[src/include/ssr_pkg.sv]
// Constants and types for the sense data responder
`default_nettype none
package ssr_pkg;
   localparam logic [7:0] OP_SENSE      = 8'h03;  // Sense request opcode
   localparam logic [7:0] OP_INQUIRY    = 8'h12;  // Inquiry opcode
   localparam logic [4:0] SENSE_LEN     = 5'h1a;  // Total sense bytes (26)
   localparam logic [4:0] ZERO_ALLOC    = 5'h04;  // Bytes sent for count zero
   localparam logic [4:0] CTR_MIN_ALLOC = 5'h13;  // Bytes needed for clear (19)
   localparam logic [7:0] ADD_LEN       = 8'h12;  // Bytes after byte 07 (18)
   localparam logic [2:0] ERR_CLASS     = 3'h7;   // Extended error class
   localparam logic [3:0] ERR_CODE      = 4'h0;   // Error code
   localparam int         CLR_BIT       = 7;      // CDB byte 05 clear bit
   // Sense key encodings
   localparam logic [3:0] KEY_NONE      = 4'h0;
   localparam logic [3:0] KEY_NOT_READY = 4'h2;
   localparam logic [3:0] KEY_MEDIUM    = 4'h3;
   localparam logic [3:0] KEY_HARDWARE  = 4'h4;
   localparam logic [3:0] KEY_ILLEGAL   = 4'h5;
   localparam logic [3:0] KEY_ATTENTION = 4'h6;
   localparam logic [3:0] KEY_PROTECT   = 4'h7;
   // Status byte values
   localparam logic [7:0] ST_GOOD       = 8'h00;
   localparam logic [7:0] ST_CONFLICT   = 8'h18;
   // Avalon register offsets (byte addresses)
   localparam logic [5:0] REG_STATUS    = 6'h00;  // Event status, read clears
   localparam logic [5:0] REG_MASK      = 6'h04;  // Interrupt mask
   localparam logic [5:0] REG_COUNTER   = 6'h08;  // Error counter
   localparam logic [5:0] REG_SAVED     = 6'h0c;  // Saved owner and valid
   // Status bit positions
   localparam int EV_SERVED   = 0;  // Sense data served
   localparam int EV_CONFLICT = 1;  // Reservation conflict answered
   localparam int EV_CLEARED  = 2;  // Counter cleared
   localparam int EV_DISCARD  = 3;  // Saved sense discarded
   localparam int EV_W        = 4;
   // Responder states, Gray from idle through send to done
   typedef enum logic [1:0] {
      ST_IDLE = 2'b00,
      ST_SEND = 2'b01,
      ST_DONE = 2'b11
   } ssr_state_t;
endpackage : ssr_pkg
`default_nettype wire

[src/core/ssr_sense_responder.sv]
// Sense request responder with saved sense, counter and Avalon registers
// Function
// - Opcode 03h returns 26-byte extended sense
// - Check Condition builds and saves sense data
// - Owner's other commands except inquiry discard saved sense
// - Allocation zero sends exactly four bytes
// - Send lesser of allocation and 26
// - Clear bit resets error counter bytes 16-18
// - Clear needs 19 bytes, after completion
// - Foreign clear while reserved gets conflict
// - Foreign plain request still gets sense
// - Vendor spare bit has no effect
// - Valid bit marks information bytes valid
// - Byte 00 holds class 7, code 0
// - Length, ASC, ASCQ, counter at fixed bytes
// - Byte 02 bit 7 flags filemark
// - Bit 6 flags tape start/end, write end only
// - Bit 5 flags block length mismatch
// - Sense key uses defined encodings
`default_nettype none
module ssr_sense_responder (
   input  wire logic        clk,
   input  wire logic        rst_b,
   // Command strobe with decoded CDB fields
   input  wire logic        cmdValid,
   input  wire logic [2:0]  cmdInitiator,
   input  wire logic [7:0]  cmdOpcode,
   input  wire logic [7:0]  cmdAlloc,
   input  wire logic [7:0]  cmdControl,
   // Reservation state from the unit
   input  wire logic        resvActive,
   input  wire logic [2:0]  resvOwner,
   // Check Condition report with its sense content
   input  wire logic        checkValid,
   input  wire logic [2:0]  checkInitiator,
   input  wire logic        infoValid,
   input  wire logic [31:0] infoBytes,
   input  wire logic [3:0]  senseKey,
   input  wire logic        filemark_seen,
   input  wire logic        logical_tape_start,
   input  wire logic        logical_tape_end,
   input  wire logic        writeMode,
   input  wire logic        block_length_mismatch,
   input  wire logic [7:0]  ascCode,
   input  wire logic [7:0]  ascqCode,
   input  wire logic [23:0] flagBytes,
   input  wire logic [23:0] tapeRemaining,
   // Error counter increment
   input  wire logic        errorInc,
   // Data In byte stream
   input  wire logic        dataReady,
   output logic             dataValid,
   output logic [7:0]       dataByte,
   output logic             dataLast,
   // Command completion with status byte
   output logic             statusValid,
   output logic [7:0]       statusByte,
   // Avalon-MM slave
   input  wire logic [5:0]  avs_address,
   input  wire logic        avs_read,
   input  wire logic        avs_write,
   input  wire logic [31:0] avs_writedata,
   output logic [31:0]      avs_readdata,
   output logic             avs_waitrequest,
   output logic             irq
);
   import ssr_pkg::*;

   ssr_state_t  state_q;          // Responder state
   logic        saved_q;          // Saved sense present
   logic [2:0]  owner_q;          // Initiator the sense belongs to
   logic [7:0]  img_q [0:25];     // Saved sense image
   logic [23:0] counter_q;        // Read/write error counter
   logic [4:0]  limit_q;          // Bytes to send
   logic [4:0]  idx_q;            // Current byte index
   logic        clrPend_q;        // Counter clear after completion
   logic [EV_W-1:0] evt_q;        // Sticky event status
   logic [EV_W-1:0] mask_q;       // Interrupt mask
   logic        ackPend_q;        // Bus access answered next cycle
   logic        foreign_q;        // Requester does not own saved sense

   // Request decode
   logic        isSense, isOwner, clrReq, conflict, discard;
   logic [4:0]  allocLen, sendLen;
   logic        lastByte, dataFire;
   logic        rdStatus;
   logic [EV_W-1:0] evSet;

   always_comb begin
      isSense  = cmdValid && cmdOpcode == OP_SENSE;
      isOwner  = saved_q && owner_q == cmdInitiator;
      clrReq   = cmdControl[CLR_BIT];
      conflict = isSense && clrReq && resvActive
                 && resvOwner != cmdInitiator;
      discard  = cmdValid && isOwner && cmdOpcode != OP_SENSE
                 && cmdOpcode != OP_INQUIRY;
      // Clamp allocation to the available bytes
      if (cmdAlloc == 8'h00) begin
         allocLen = ZERO_ALLOC;
      end else if (cmdAlloc >= {3'h0, SENSE_LEN}) begin
         allocLen = SENSE_LEN;
      end else begin
         allocLen = cmdAlloc[4:0];
      end
      sendLen  = allocLen;
      dataFire = dataValid && dataReady;
      lastByte = idx_q == limit_q - 5'h01;
      rdStatus = avs_read && ackPend_q && avs_address == REG_STATUS;
   end

   // Responder sequence
   always_ff @(posedge clk) begin
      if (!rst_b) begin
         state_q   <= ST_IDLE;
         limit_q   <= 5'h00;
         idx_q     <= 5'h00;
         clrPend_q <= 1'b0;
      end else begin
         unique case (state_q)
            ST_IDLE: begin
               if (isSense && !conflict) begin
                  state_q   <= ST_SEND;
                  limit_q   <= sendLen;
                  idx_q     <= 5'h00;
                  clrPend_q <= clrReq && allocLen >= CTR_MIN_ALLOC;
               end
            end
            ST_SEND: begin
               if (dataFire) begin
                  idx_q <= idx_q + 5'h01;
                  if (lastByte) begin
                     state_q <= ST_DONE;
                  end
               end
            end
            ST_DONE: begin
               state_q   <= ST_IDLE;
               clrPend_q <= 1'b0;
            end
            default: state_q <= ST_IDLE;
         endcase
      end
   end

   // Byte to send; a foreign requester sees only the no-sense image
   function automatic logic [7:0] pick(input logic [4:0] i,
                                       input logic       plain);
      logic [7:0] b;
      b = img_q[i];
      if (plain) begin
         if (i == 5'h00) begin
            b = {1'b0, ERR_CLASS, ERR_CODE};
         end else if (i == 5'h02) begin
            b = {4'h0, KEY_NONE};
         end else if (i == 5'h07) begin
            b = ADD_LEN;
         end else if (i < 5'h10 || i > 5'h12) begin
            // Counter bytes stay live, the rest read zero
            b = 8'h00;
         end
      end
      return b;
   endfunction : pick

   // Data In outputs from flip-flops
   always_ff @(posedge clk) begin
      if (!rst_b) begin
         dataValid <= 1'b0;
         dataByte  <= 8'h00;
         dataLast  <= 1'b0;
         foreign_q <= 1'b0;
      end else if (state_q == ST_IDLE && isSense && !conflict) begin
         dataValid <= 1'b1;
         dataByte  <= pick(5'h00, !isOwner);
         dataLast  <= sendLen == 5'h01;
         foreign_q <= !isOwner;
      end else if (dataFire) begin
         dataValid <= !lastByte;
         dataByte  <= lastByte ? 8'h00 : pick(idx_q + 5'h01, foreign_q);
         dataLast  <= idx_q + 5'h02 == limit_q;
      end
   end

   // Status byte at completion or conflict
   always_ff @(posedge clk) begin
      if (!rst_b) begin
         statusValid <= 1'b0;
         statusByte  <= ST_GOOD;
      end else begin
         statusValid <= 1'b0;
         if (state_q == ST_IDLE && conflict) begin
            statusValid <= 1'b1;
            statusByte  <= ST_CONFLICT;
         end else if (state_q == ST_SEND && dataFire && lastByte) begin
            statusValid <= 1'b1;
            statusByte  <= ST_GOOD;
         end
      end
   end

   // Saved sense image build and discard
   always_ff @(posedge clk) begin
      if (!rst_b) begin
         saved_q <= 1'b0;
         owner_q <= 3'h0;
         for (int i = 0; i < 26; i++) begin
            img_q[i] <= 8'h00;
         end
      end else if (checkValid) begin
         saved_q  <= 1'b1;
         owner_q  <= checkInitiator;
         img_q[0] <= {infoValid, ERR_CLASS, ERR_CODE};
         img_q[1] <= 8'h00;
         img_q[2] <= {filemark_seen,
                      writeMode ? logical_tape_end
                                : (logical_tape_start
                                   || logical_tape_end),
                      block_length_mismatch, 1'b0,
                      senseKey};
         img_q[3] <= infoBytes[31:24];
         img_q[4] <= infoBytes[23:16];
         img_q[5] <= infoBytes[15:8];
         img_q[6] <= infoBytes[7:0];
         img_q[7] <= ADD_LEN;
         for (int i = 8; i < 12; i++) begin
            img_q[i] <= 8'h00;
         end
         img_q[12] <= ascCode;
         img_q[13] <= ascqCode;
         img_q[14] <= 8'h00;
         img_q[15] <= 8'h00;
         img_q[19] <= flagBytes[23:16];
         img_q[20] <= flagBytes[15:8];
         img_q[21] <= flagBytes[7:0];
         img_q[22] <= 8'h00;
         img_q[23] <= tapeRemaining[23:16];
         img_q[24] <= tapeRemaining[15:8];
         img_q[25] <= tapeRemaining[7:0];
      end else if (discard) begin
         saved_q <= 1'b0;
         for (int i = 0; i < 26; i++) begin
            img_q[i] <= 8'h00;
         end
      end else if (state_q == ST_IDLE && isSense && !saved_q) begin
         // No saved condition: no-sense image
         img_q[0] <= {1'b0, ERR_CLASS, ERR_CODE};
         img_q[2] <= {4'h0, KEY_NONE};
         img_q[7] <= ADD_LEN;
      end
      // Counter bytes load the live counter at each sense request seen in idle, conflict or not
      if (state_q == ST_IDLE && isSense) begin
         img_q[16] <= counter_q[23:16];
         img_q[17] <= counter_q[15:8];
         img_q[18] <= counter_q[7:0];
      end
   end

   // Error counter, cleared only after completion
   always_ff @(posedge clk) begin
      if (!rst_b) begin
         counter_q <= 24'h000000;
      end else if (state_q == ST_DONE && clrPend_q) begin
         counter_q <= 24'h000000;
      end else if (errorInc && counter_q != 24'hffffff) begin
         counter_q <= counter_q + 24'h000001;
      end
   end

   // Events; a new event wins over a read clear
   always_comb begin
      evSet = '0;
      evSet[EV_SERVED]   = state_q == ST_DONE;
      evSet[EV_CONFLICT] = state_q == ST_IDLE && conflict;
      evSet[EV_CLEARED]  = state_q == ST_DONE && clrPend_q;
      evSet[EV_DISCARD]  = discard;
   end

   always_ff @(posedge clk) begin
      if (!rst_b) begin
         evt_q <= '0;
      end else begin
         evt_q <= (rdStatus ? '0 : evt_q) | evSet;
      end
   end

   // Mask register write
   always_ff @(posedge clk) begin
      if (!rst_b) begin
         mask_q <= '0;
      end else if (avs_write && ackPend_q && avs_address == REG_MASK) begin
         mask_q <= avs_writedata[EV_W-1:0];
      end
   end

   // Interrupt level from flip-flop
   always_ff @(posedge clk) begin
      if (!rst_b) begin
         irq <= 1'b0;
      end else begin
         irq <= |((evt_q & ~(rdStatus ? evt_q : '0) | evSet) & mask_q);
      end
   end

   // Avalon: one wait cycle, answer on the second
   always_ff @(posedge clk) begin
      if (!rst_b) begin
         ackPend_q       <= 1'b0;
         avs_waitrequest <= 1'b1;
         avs_readdata    <= 32'h00000000;
      end else begin
         ackPend_q       <= (avs_read || avs_write) && !ackPend_q;
         avs_waitrequest <= !((avs_read || avs_write) && !ackPend_q);
         if (avs_read && !ackPend_q) begin
            unique case (avs_address)
               REG_STATUS:  avs_readdata <= {28'h0, evt_q};
               REG_MASK:    avs_readdata <= {28'h0, mask_q};
               REG_COUNTER: avs_readdata <= {8'h00, counter_q};
               REG_SAVED:   avs_readdata <= {28'h0, saved_q, owner_q};
               default:     avs_readdata <= 32'h00000000;
            endcase
         end
      end
   end
endmodule : ssr_sense_responder
`default_nettype wire

[config.mk]
export PLATFORM = sky130hd
export DESIGN_NAME = ssr_sense_responder
export DESIGN_NICKNAME = d
export VERILOG_FILES = /design/src/include/ssr_pkg.sv /design/src/core/ssr_sense_responder.sv
export SDC_FILE = /design/constraint.sdc
export NUM_CORES = 1
export LEC_CHECK = 0
export BUFFER_PORTS_ARGS = -buffer_cell sky130_fd_sc_hd__buf_2
export CORE_MARGIN = 1.5
export CORE_UTILIZATION = 55
export DETAILED_ROUTE_END_ITERATION = 8
export HOLD_SLACK_MARGIN = 0.08
export PLACE_DENSITY = 0.84
export SLEW_MARGIN = 20
export SYNTH_ARGS = -nofsm -noshare
export SYNTH_HDL_FRONTEND = slang
export SYNTH_SLANG_ARGS = --single-unit
[constraint.sdc]
create_clock -name clk -period 6.1 [get_ports clk]
set_clock_uncertainty 0.1 [all_clocks]
set_input_delay 0.915 -clock clk [delete_from_list [all_inputs] [get_ports clk]]
set_output_delay 0.915 -clock clk [all_outputs]
set_load 0.01 [all_outputs]
# After elaboration in Yosys (flattened, before gate mapping)
# Memory sizes are Yosys's and may differ from the RTL's.
# Index checks and enable logic that the tools add are counted.
[word_totals]
reg_bits = 98
out_inout_bits = 53
wordCells = 261
mem_count = 1
inputBits = 186
ramBits = 208
[op_classes]
reduce_logical = 49
order_cmp = 4
n_eq_ne = 19
mux = 104
bitwise_logic = 61
add_sub_neg = 4
[mem_list]
columns = ["name", "words", "width", "rd", "rd_clocked_by_memory_dff", "wr", "line_no", "rtl"]
rows = [
  ["img_q", 26, 8, 2, 0, 26, "ssr_sense_responder.sv:72", "logic [7:0] img_q [0:25];"],
]
[op_table]
columns = ["cell", "n"]
rows = [
  ["8-bit 2-to-1 mux", 64],
  ["24-bit case mux with 4 select lines", 1],
  ["1-bit bitwise OR", 55],
  ["5-bit 2-to-1 mux", 6],
  ["1-bit logical AND", 25],
  ["1-bit 2-to-1 mux", 25],
  ["24-bit by 1-bit adder with 24-bit output (second input constant)", 1],
  ["24-bit inequality test (second input constant)", 1],
  ["6-bit by 4-bit equality test with 1-bit output (second input constant)", 2],
  ["5-bit equality test", 2],
  ["5-bit case mux with 2 select lines", 1],
  ["2-bit nonzero test", 5],
  ["4-bit AND", 2],
  ["8-bit by 2-bit equality test with 1-bit output (second input constant)", 1],
  ["8-bit by 5-bit greater-or-equal comparator with 1-bit output (second input constant)", 1],
  ["8-bit logical NOT", 1],
  ["4-bit 2-to-1 mux", 2],
  ["8-bit by 2-bit inequality test with 1-bit output (second input constant)", 1],
  ["8-bit by 5-bit inequality test with 1-bit output (second input constant)", 1],
  ["4-bit bitwise OR", 2],
  ["6-bit by 3-bit equality test with 1-bit output (second input constant)", 1],
  ["1-bit logical NOT", 6],
  ["6-bit logical NOT", 1],
  ["2-bit 2-to-1 mux", 3],
  ["25 further kinds", 31],
]

# Logic depth before layout (Yosys ltp)
[depth]
ltp_word = 11
ltp_mapped = 14
mapped_depth_nobuf = 8

# Worst setup path before layout
# OpenSTA, ideal clock, no wires.
[synth_path]
kind = "in2reg"
start = "in cmdOpcode[3]"
end = "mem img_q[2][0] (enable)"
stages = 5
arrival_time_ns = 3.375
n_path_buf = 0
slack_ns = 2.318
setup_ns = 0.306
cell_sequence = "nor4b_4 nand3_1 nand3_1 nand3b_1 nand2b_1"
[synth_rtl]
columns = ["element", "line_no", "rtl"]
rows = [
  ["from (decl)", "ssr_sense_responder.sv:27", "input wire logic [7:0] cmdOpcode,"],
  ["to (decl)", "ssr_sense_responder.sv:72", ""],
]

# Final worst setup path
[layout_path]
start = "reg idx_q[0]"
end = "reg dataByte[0]"
[layout_between]
elab_chain_cells = 11
word_cells_on_any_way = 17
classes_between = "add/sub: 1; order compare: 2; eq/ne: 3; mux: 8; reduce/logical: 2; memory: 1"
[layout_lines]
columns = ["element", "line_no", "rtl"]
rows = [
  ["from (decl)", "ssr_sense_responder.sv:75", "logic [4:0] idx_q;"],
  ["from (signal assigned)", "ssr_sense_responder.sv:130", "idx_q <= idx_q + 5'h01;"],
  ["branches (longest 8 deep; another with memory read 26 x 8 bit)", "n/a", ""],
  ["8-bit 2-to-1 mux *", "ssr_sense_responder.sv:179", "dataByte <= lastByte ? 8'h00 : pick(idx_q + 5'h01, foreign_q);"],
  ["8-bit 2-to-1 mux *", "ssr_sense_responder.sv:177", "end else if (dataFire) begin"],
  ["8-bit 2-to-1 mux *", "ssr_sense_responder.sv:172", "end else if (state_q == ST_IDLE && isSense && !conflict) begin"],
  ["to (signal assigned)", "ssr_sense_responder.sv:174", "dataByte <= pick(5'h00, !isOwner);"],
  ["to (signal assigned)", "ssr_sense_responder.sv:179", ""],
  ["to (decl)", "ssr_sense_responder.sv:53", "output logic [7:0] dataByte,"],
]
# Mark *: on every way between the ends. The select of a mux whose other input is x is not followed.
# A chain may end at the register's enable or synchronous reset.

==> impl_summary.md <==
Placement
The HPWL after detailed placement is roughly 18 mm. After detailed placement, the total cell area comes to 0.0115 mm². The total of buffers placed on input and output ports is roughly 190.

OpenSTA, run right after detailed placement, puts the worst setup slack at about 2.4 ns. The global placer's final weighted congestion is about 0.9.

Cells and area
The share of layout cells above drive strength 1 is 24.2%. The filler cells instantiated in the layout total approximately 1400. The antenna diode count is 0. From synthesis to final layout, the design area changed by 16.1%. The number of nets in the finished design is 1301.

The finished layout cell area is ~0.012 mm².

Synth
Sequential elements use 53.6% of the synthesized area. The leading cell type by number of instances after synthesis is sky130_fd_sc_hd__edfxtp_1. By area, the combinational part of the netlist is dominated by simple AND/OR/NAND/NOR gates. The average instance in the mapped netlist occupies ~11 µm². Summing the areas of all compound-gate instances in the mapped netlist gives about 11% of the synthesized area. The share of the synthesized area in the top cell type is 36.8%. The most frequently used flop master after synthesis is sky130_fd_sc_hd__edfxtp_1. The synthesized flop and latch total is between 200 and 250.

The number of warnings issued by yosys is 0. The largest area contributor in the netlist is sky130_fd_sc_hd__edfxtp_1. Ranked by instance count, the synthesized netlist is headed by sky130_fd_sc_hd__edfxtp_1 (130), sky130_fd_sc_hd__and3_1 (110), sky130_fd_sc_hd__dfxtp_1 (89). The fraction of synthesis flops using an asynchronous set or reset pin is 0%. The mapped netlist covers 0.0106 mm². The synthesized design contains 130 enable-type register cells. Synthesis instantiated 74 different standard cells from the library. The synthesized netlist devotes less than 1% of its cell area to adder and majority cells. The share of the synthesized netlist area taken by xor and xnor gates is under 10%.

After synthesis, the cell types taking the most area are sky130_fd_sc_hd__edfxtp_1 (37%), sky130_fd_sc_hd__dfxtp_1 (17%), sky130_fd_sc_hd__and3_1 (6.5%). Summing the areas of all and, or, nand and nor instances in the mapped netlist gives between 10% and 20% of the synthesized area. Synthesis produced a netlist whose cell count is 961. In the synthesized netlist, mux cells make up 6.94% of the area.

Setup path
The critical path starts at idx_q[0]. The worst setup path is launched from a flop. The data arrival time of the critical path is 4.14 ns.

The kind of capture point of the worst setup path is a flop. The class of the most critical setup path is flop to flop. The worst-path maximum fanout is 57. The startpoint of the worst-slack reg-to-reg timing path is idx_q[0]. The required time of the critical path is approximately 6.4 ns.

Clock network
After clock tree synthesis, the clock-pin slew on the worst setup and hold paths is 0.06 ns. The count of hold-fix buffers inserted at cts is 0. Post-CTS repair changed the size of 0 cells. CTS placed an instance of sky130_fd_sc_hd__clkbuf_16 at the clock tree root. The number of buffers created by CTS is 24. The post-CTS setup buffer count is 0. The clock drives between 200 and 250 sinks.

The insertion delay to the later sink of the worst-skew pair is 0.54 ns. The number of buffers on the longest clock path is 3. TritonCTS built the clock tree. In this run the number of H-tree levels came out at 1.

Min path
The worst hold path belongs to the class flop to flop. The worst hold path begins at dataByte[0].

Drt
Dividing the detail-routed wire length by the instance count gives between 15 and 20 µm. The via count of the routed design is 8124. In this run the remaining antenna-violating nets after routing total 0. The initial DRC count is between 800 and 900. After detailed routing, the number of vias per cell comes to between 5 and 6. The number of DRC violations after detailed routing is 0. The total routed wirelength is roughly 26 mm.

The first-pass iteration count of the detailed router is 5.

GRT
The wire length of the first global-routing pass is roughly 40 mm. The maximum number of pins on one net before global-route repair is 120. Across every metal layer, demand over resource in global routing totals 25.7%.

The remaining global-route overflow is 0. The initial antenna violation count came to 0. The via count of the first global-routing pass is 7848.

Timing
The number of pins with negative max-slew slack in the final report was 0. The maximum clock frequency is between 200 and 300 MHz. The worst slack on hold paths is between 0.3 and 0.4 ns. Setup repair after global routing left no endpoint under its margin. Across all setup checks in the final design, the least slack found is approximately 2.3 ns. Of the available clock period, the critical path in the final layout requires approximately 63%. The smallest clock period supported by the final layout is computed as 3.84 ns. Summed over all failing endpoints, the final setup total negative slack is 0 ns.

The final number of setup-violating endpoints is 0. The actual transition at the worst max-transition pin is around 0.96 ns. The worst slew slack as a fraction of its limit is between 30% and 40%. The final hold violation count was 0.

Power and ir drop
Across the VDD grid, the largest voltage drop is 0.244 mV. For this design the total switching power over the nets is ~730 µW. Registers are responsible for about half of the overall power. Summed over all cells, the static leakage comes to approximately 0.0052 µW.

The power share of the clock group is ~43%. The power density over the cells is 262 mW/mm². The total chip power is ~3200 µW.

The internal power is ~2500 µW. The proportion of power drawn by combinational gates is approximately 5.8%. Net switching is around 23% of the power.

Die
The number of top-level pins is 239. The floorplan has 50 rows. The die outline height is about 140 µm. The horizontal extent of the die is between 100 and 150 µm. For this configuration, the core starts out at a cell density of 56.3%. The core region is around 0.019 mm². The floorplan step defined a die boundary enclosing about 0.020 mm².

Outcome
The run finished with clean final reports.

Job
The tool flagged a number of max-cap violations equal to 0.
-- worst paths after layout --
check | endpoint | slack (ns) | cells past startpoint
setup / recovery | dataByte[0] | 2.26 | 8
hold reg to reg | dataByte[0] | 0.37 | 2
setup reg to reg | dataByte[0] | 2.26 | 8
hold / removal | dataByte[0] | 0.37 | 2
-- routing by layer --
layer,global-route usage (%),share of wire (%),up-vias
met5,0,0,-
met4,8.41,3.1,0
met3,3.98,6.6,62
met2,44.5,49,340
met1,33.0,41,3869
li1,-,-,3853
-- flip-flops by register name, indices dropped and copies added, names as in the netlist, 2 cells and up --
signal	count
owner_q	3
evt_q	4
img_q	130
counter_q	24
state_q	2
avs_readdata	24
dataByte	8
limit_q	5
idx_q	5
mask_q	4
-- worst max-delay path, stage by stage (launching register included) --
cell                      delay (ns)
sky130_fd_sc_hd__dfxtp_2        0.32
sky130_fd_sc_hd__buf_4          0.61
sky130_fd_sc_hd__ha_1           0.54
sky130_fd_sc_hd__xor2_2         0.60
sky130_fd_sc_hd__mux4_1         0.70
sky130_fd_sc_hd__mux2i_1        0.19
sky130_fd_sc_hd__nor2_1         0.06
sky130_fd_sc_hd__nor3_1         0.45
sky130_fd_sc_hd__o31ai_1        0.13
-- cells by family after synthesis --
group                      count (synthesis)
muxes                                     55
DFF                                      219
other                                      1
xor gates and xnor gates                  39
buffers and inverters                    109
and+or+nand+nor                          367
AOI/OAI and AO/OA                        165
adders and majority gates                  6
-- cells in the final DEF (no fill, tap or decap), drive strengths merged, types with 12 or more instances in the layout --
cell type  count
buf          198
edfxtp       130
nand2         35
nand4         17
mux4          14
o21ai         27
nand3         27
conb          14
a21oi         36
a22oi         29
clkbuf        32
xor2          24
and3         110
mux2i         36
and2          29
o211ai        12
nor3          15
xnor2         15
inv           21
dfxtp         89
nor2          83
-- cell type report --
type,count,area (µm²),area share [%]
sequential,219,5690,46.2
multi-input combinational,646,4440,36.1
timing repair buffer,198,1010,8.23
clock buffer,32,672,5.46
tap,260,325,2.64
clock inverter,12,93.8,0.762
inverter,20,75.1,0.610
-- stage by stage --
stage	util, %	std cells
final	65.4	1387
after global routing	65.4	1387
after CTS	65.4	1387
after detailed placement	61.3	1343
after global placement	61.3	1343
after floorplan	-	974
-- power groups by stage --
| stage | logic [µW] | registers (µW) | clock network (µW) |
|---|---|---|---|
| final | 186 | 1650 | 1380 |
| after global placement | 180 | 1680 | 0 |
| after floorplan | 110 | 1680 | 0 |
| after CTS | 186 | 1650 | 1400 |
| after global routing | 203 | 1660 | 1450 |
| after detailed placement | 184 | 1680 | 0 |
Power figures use the tool's default switching activity.
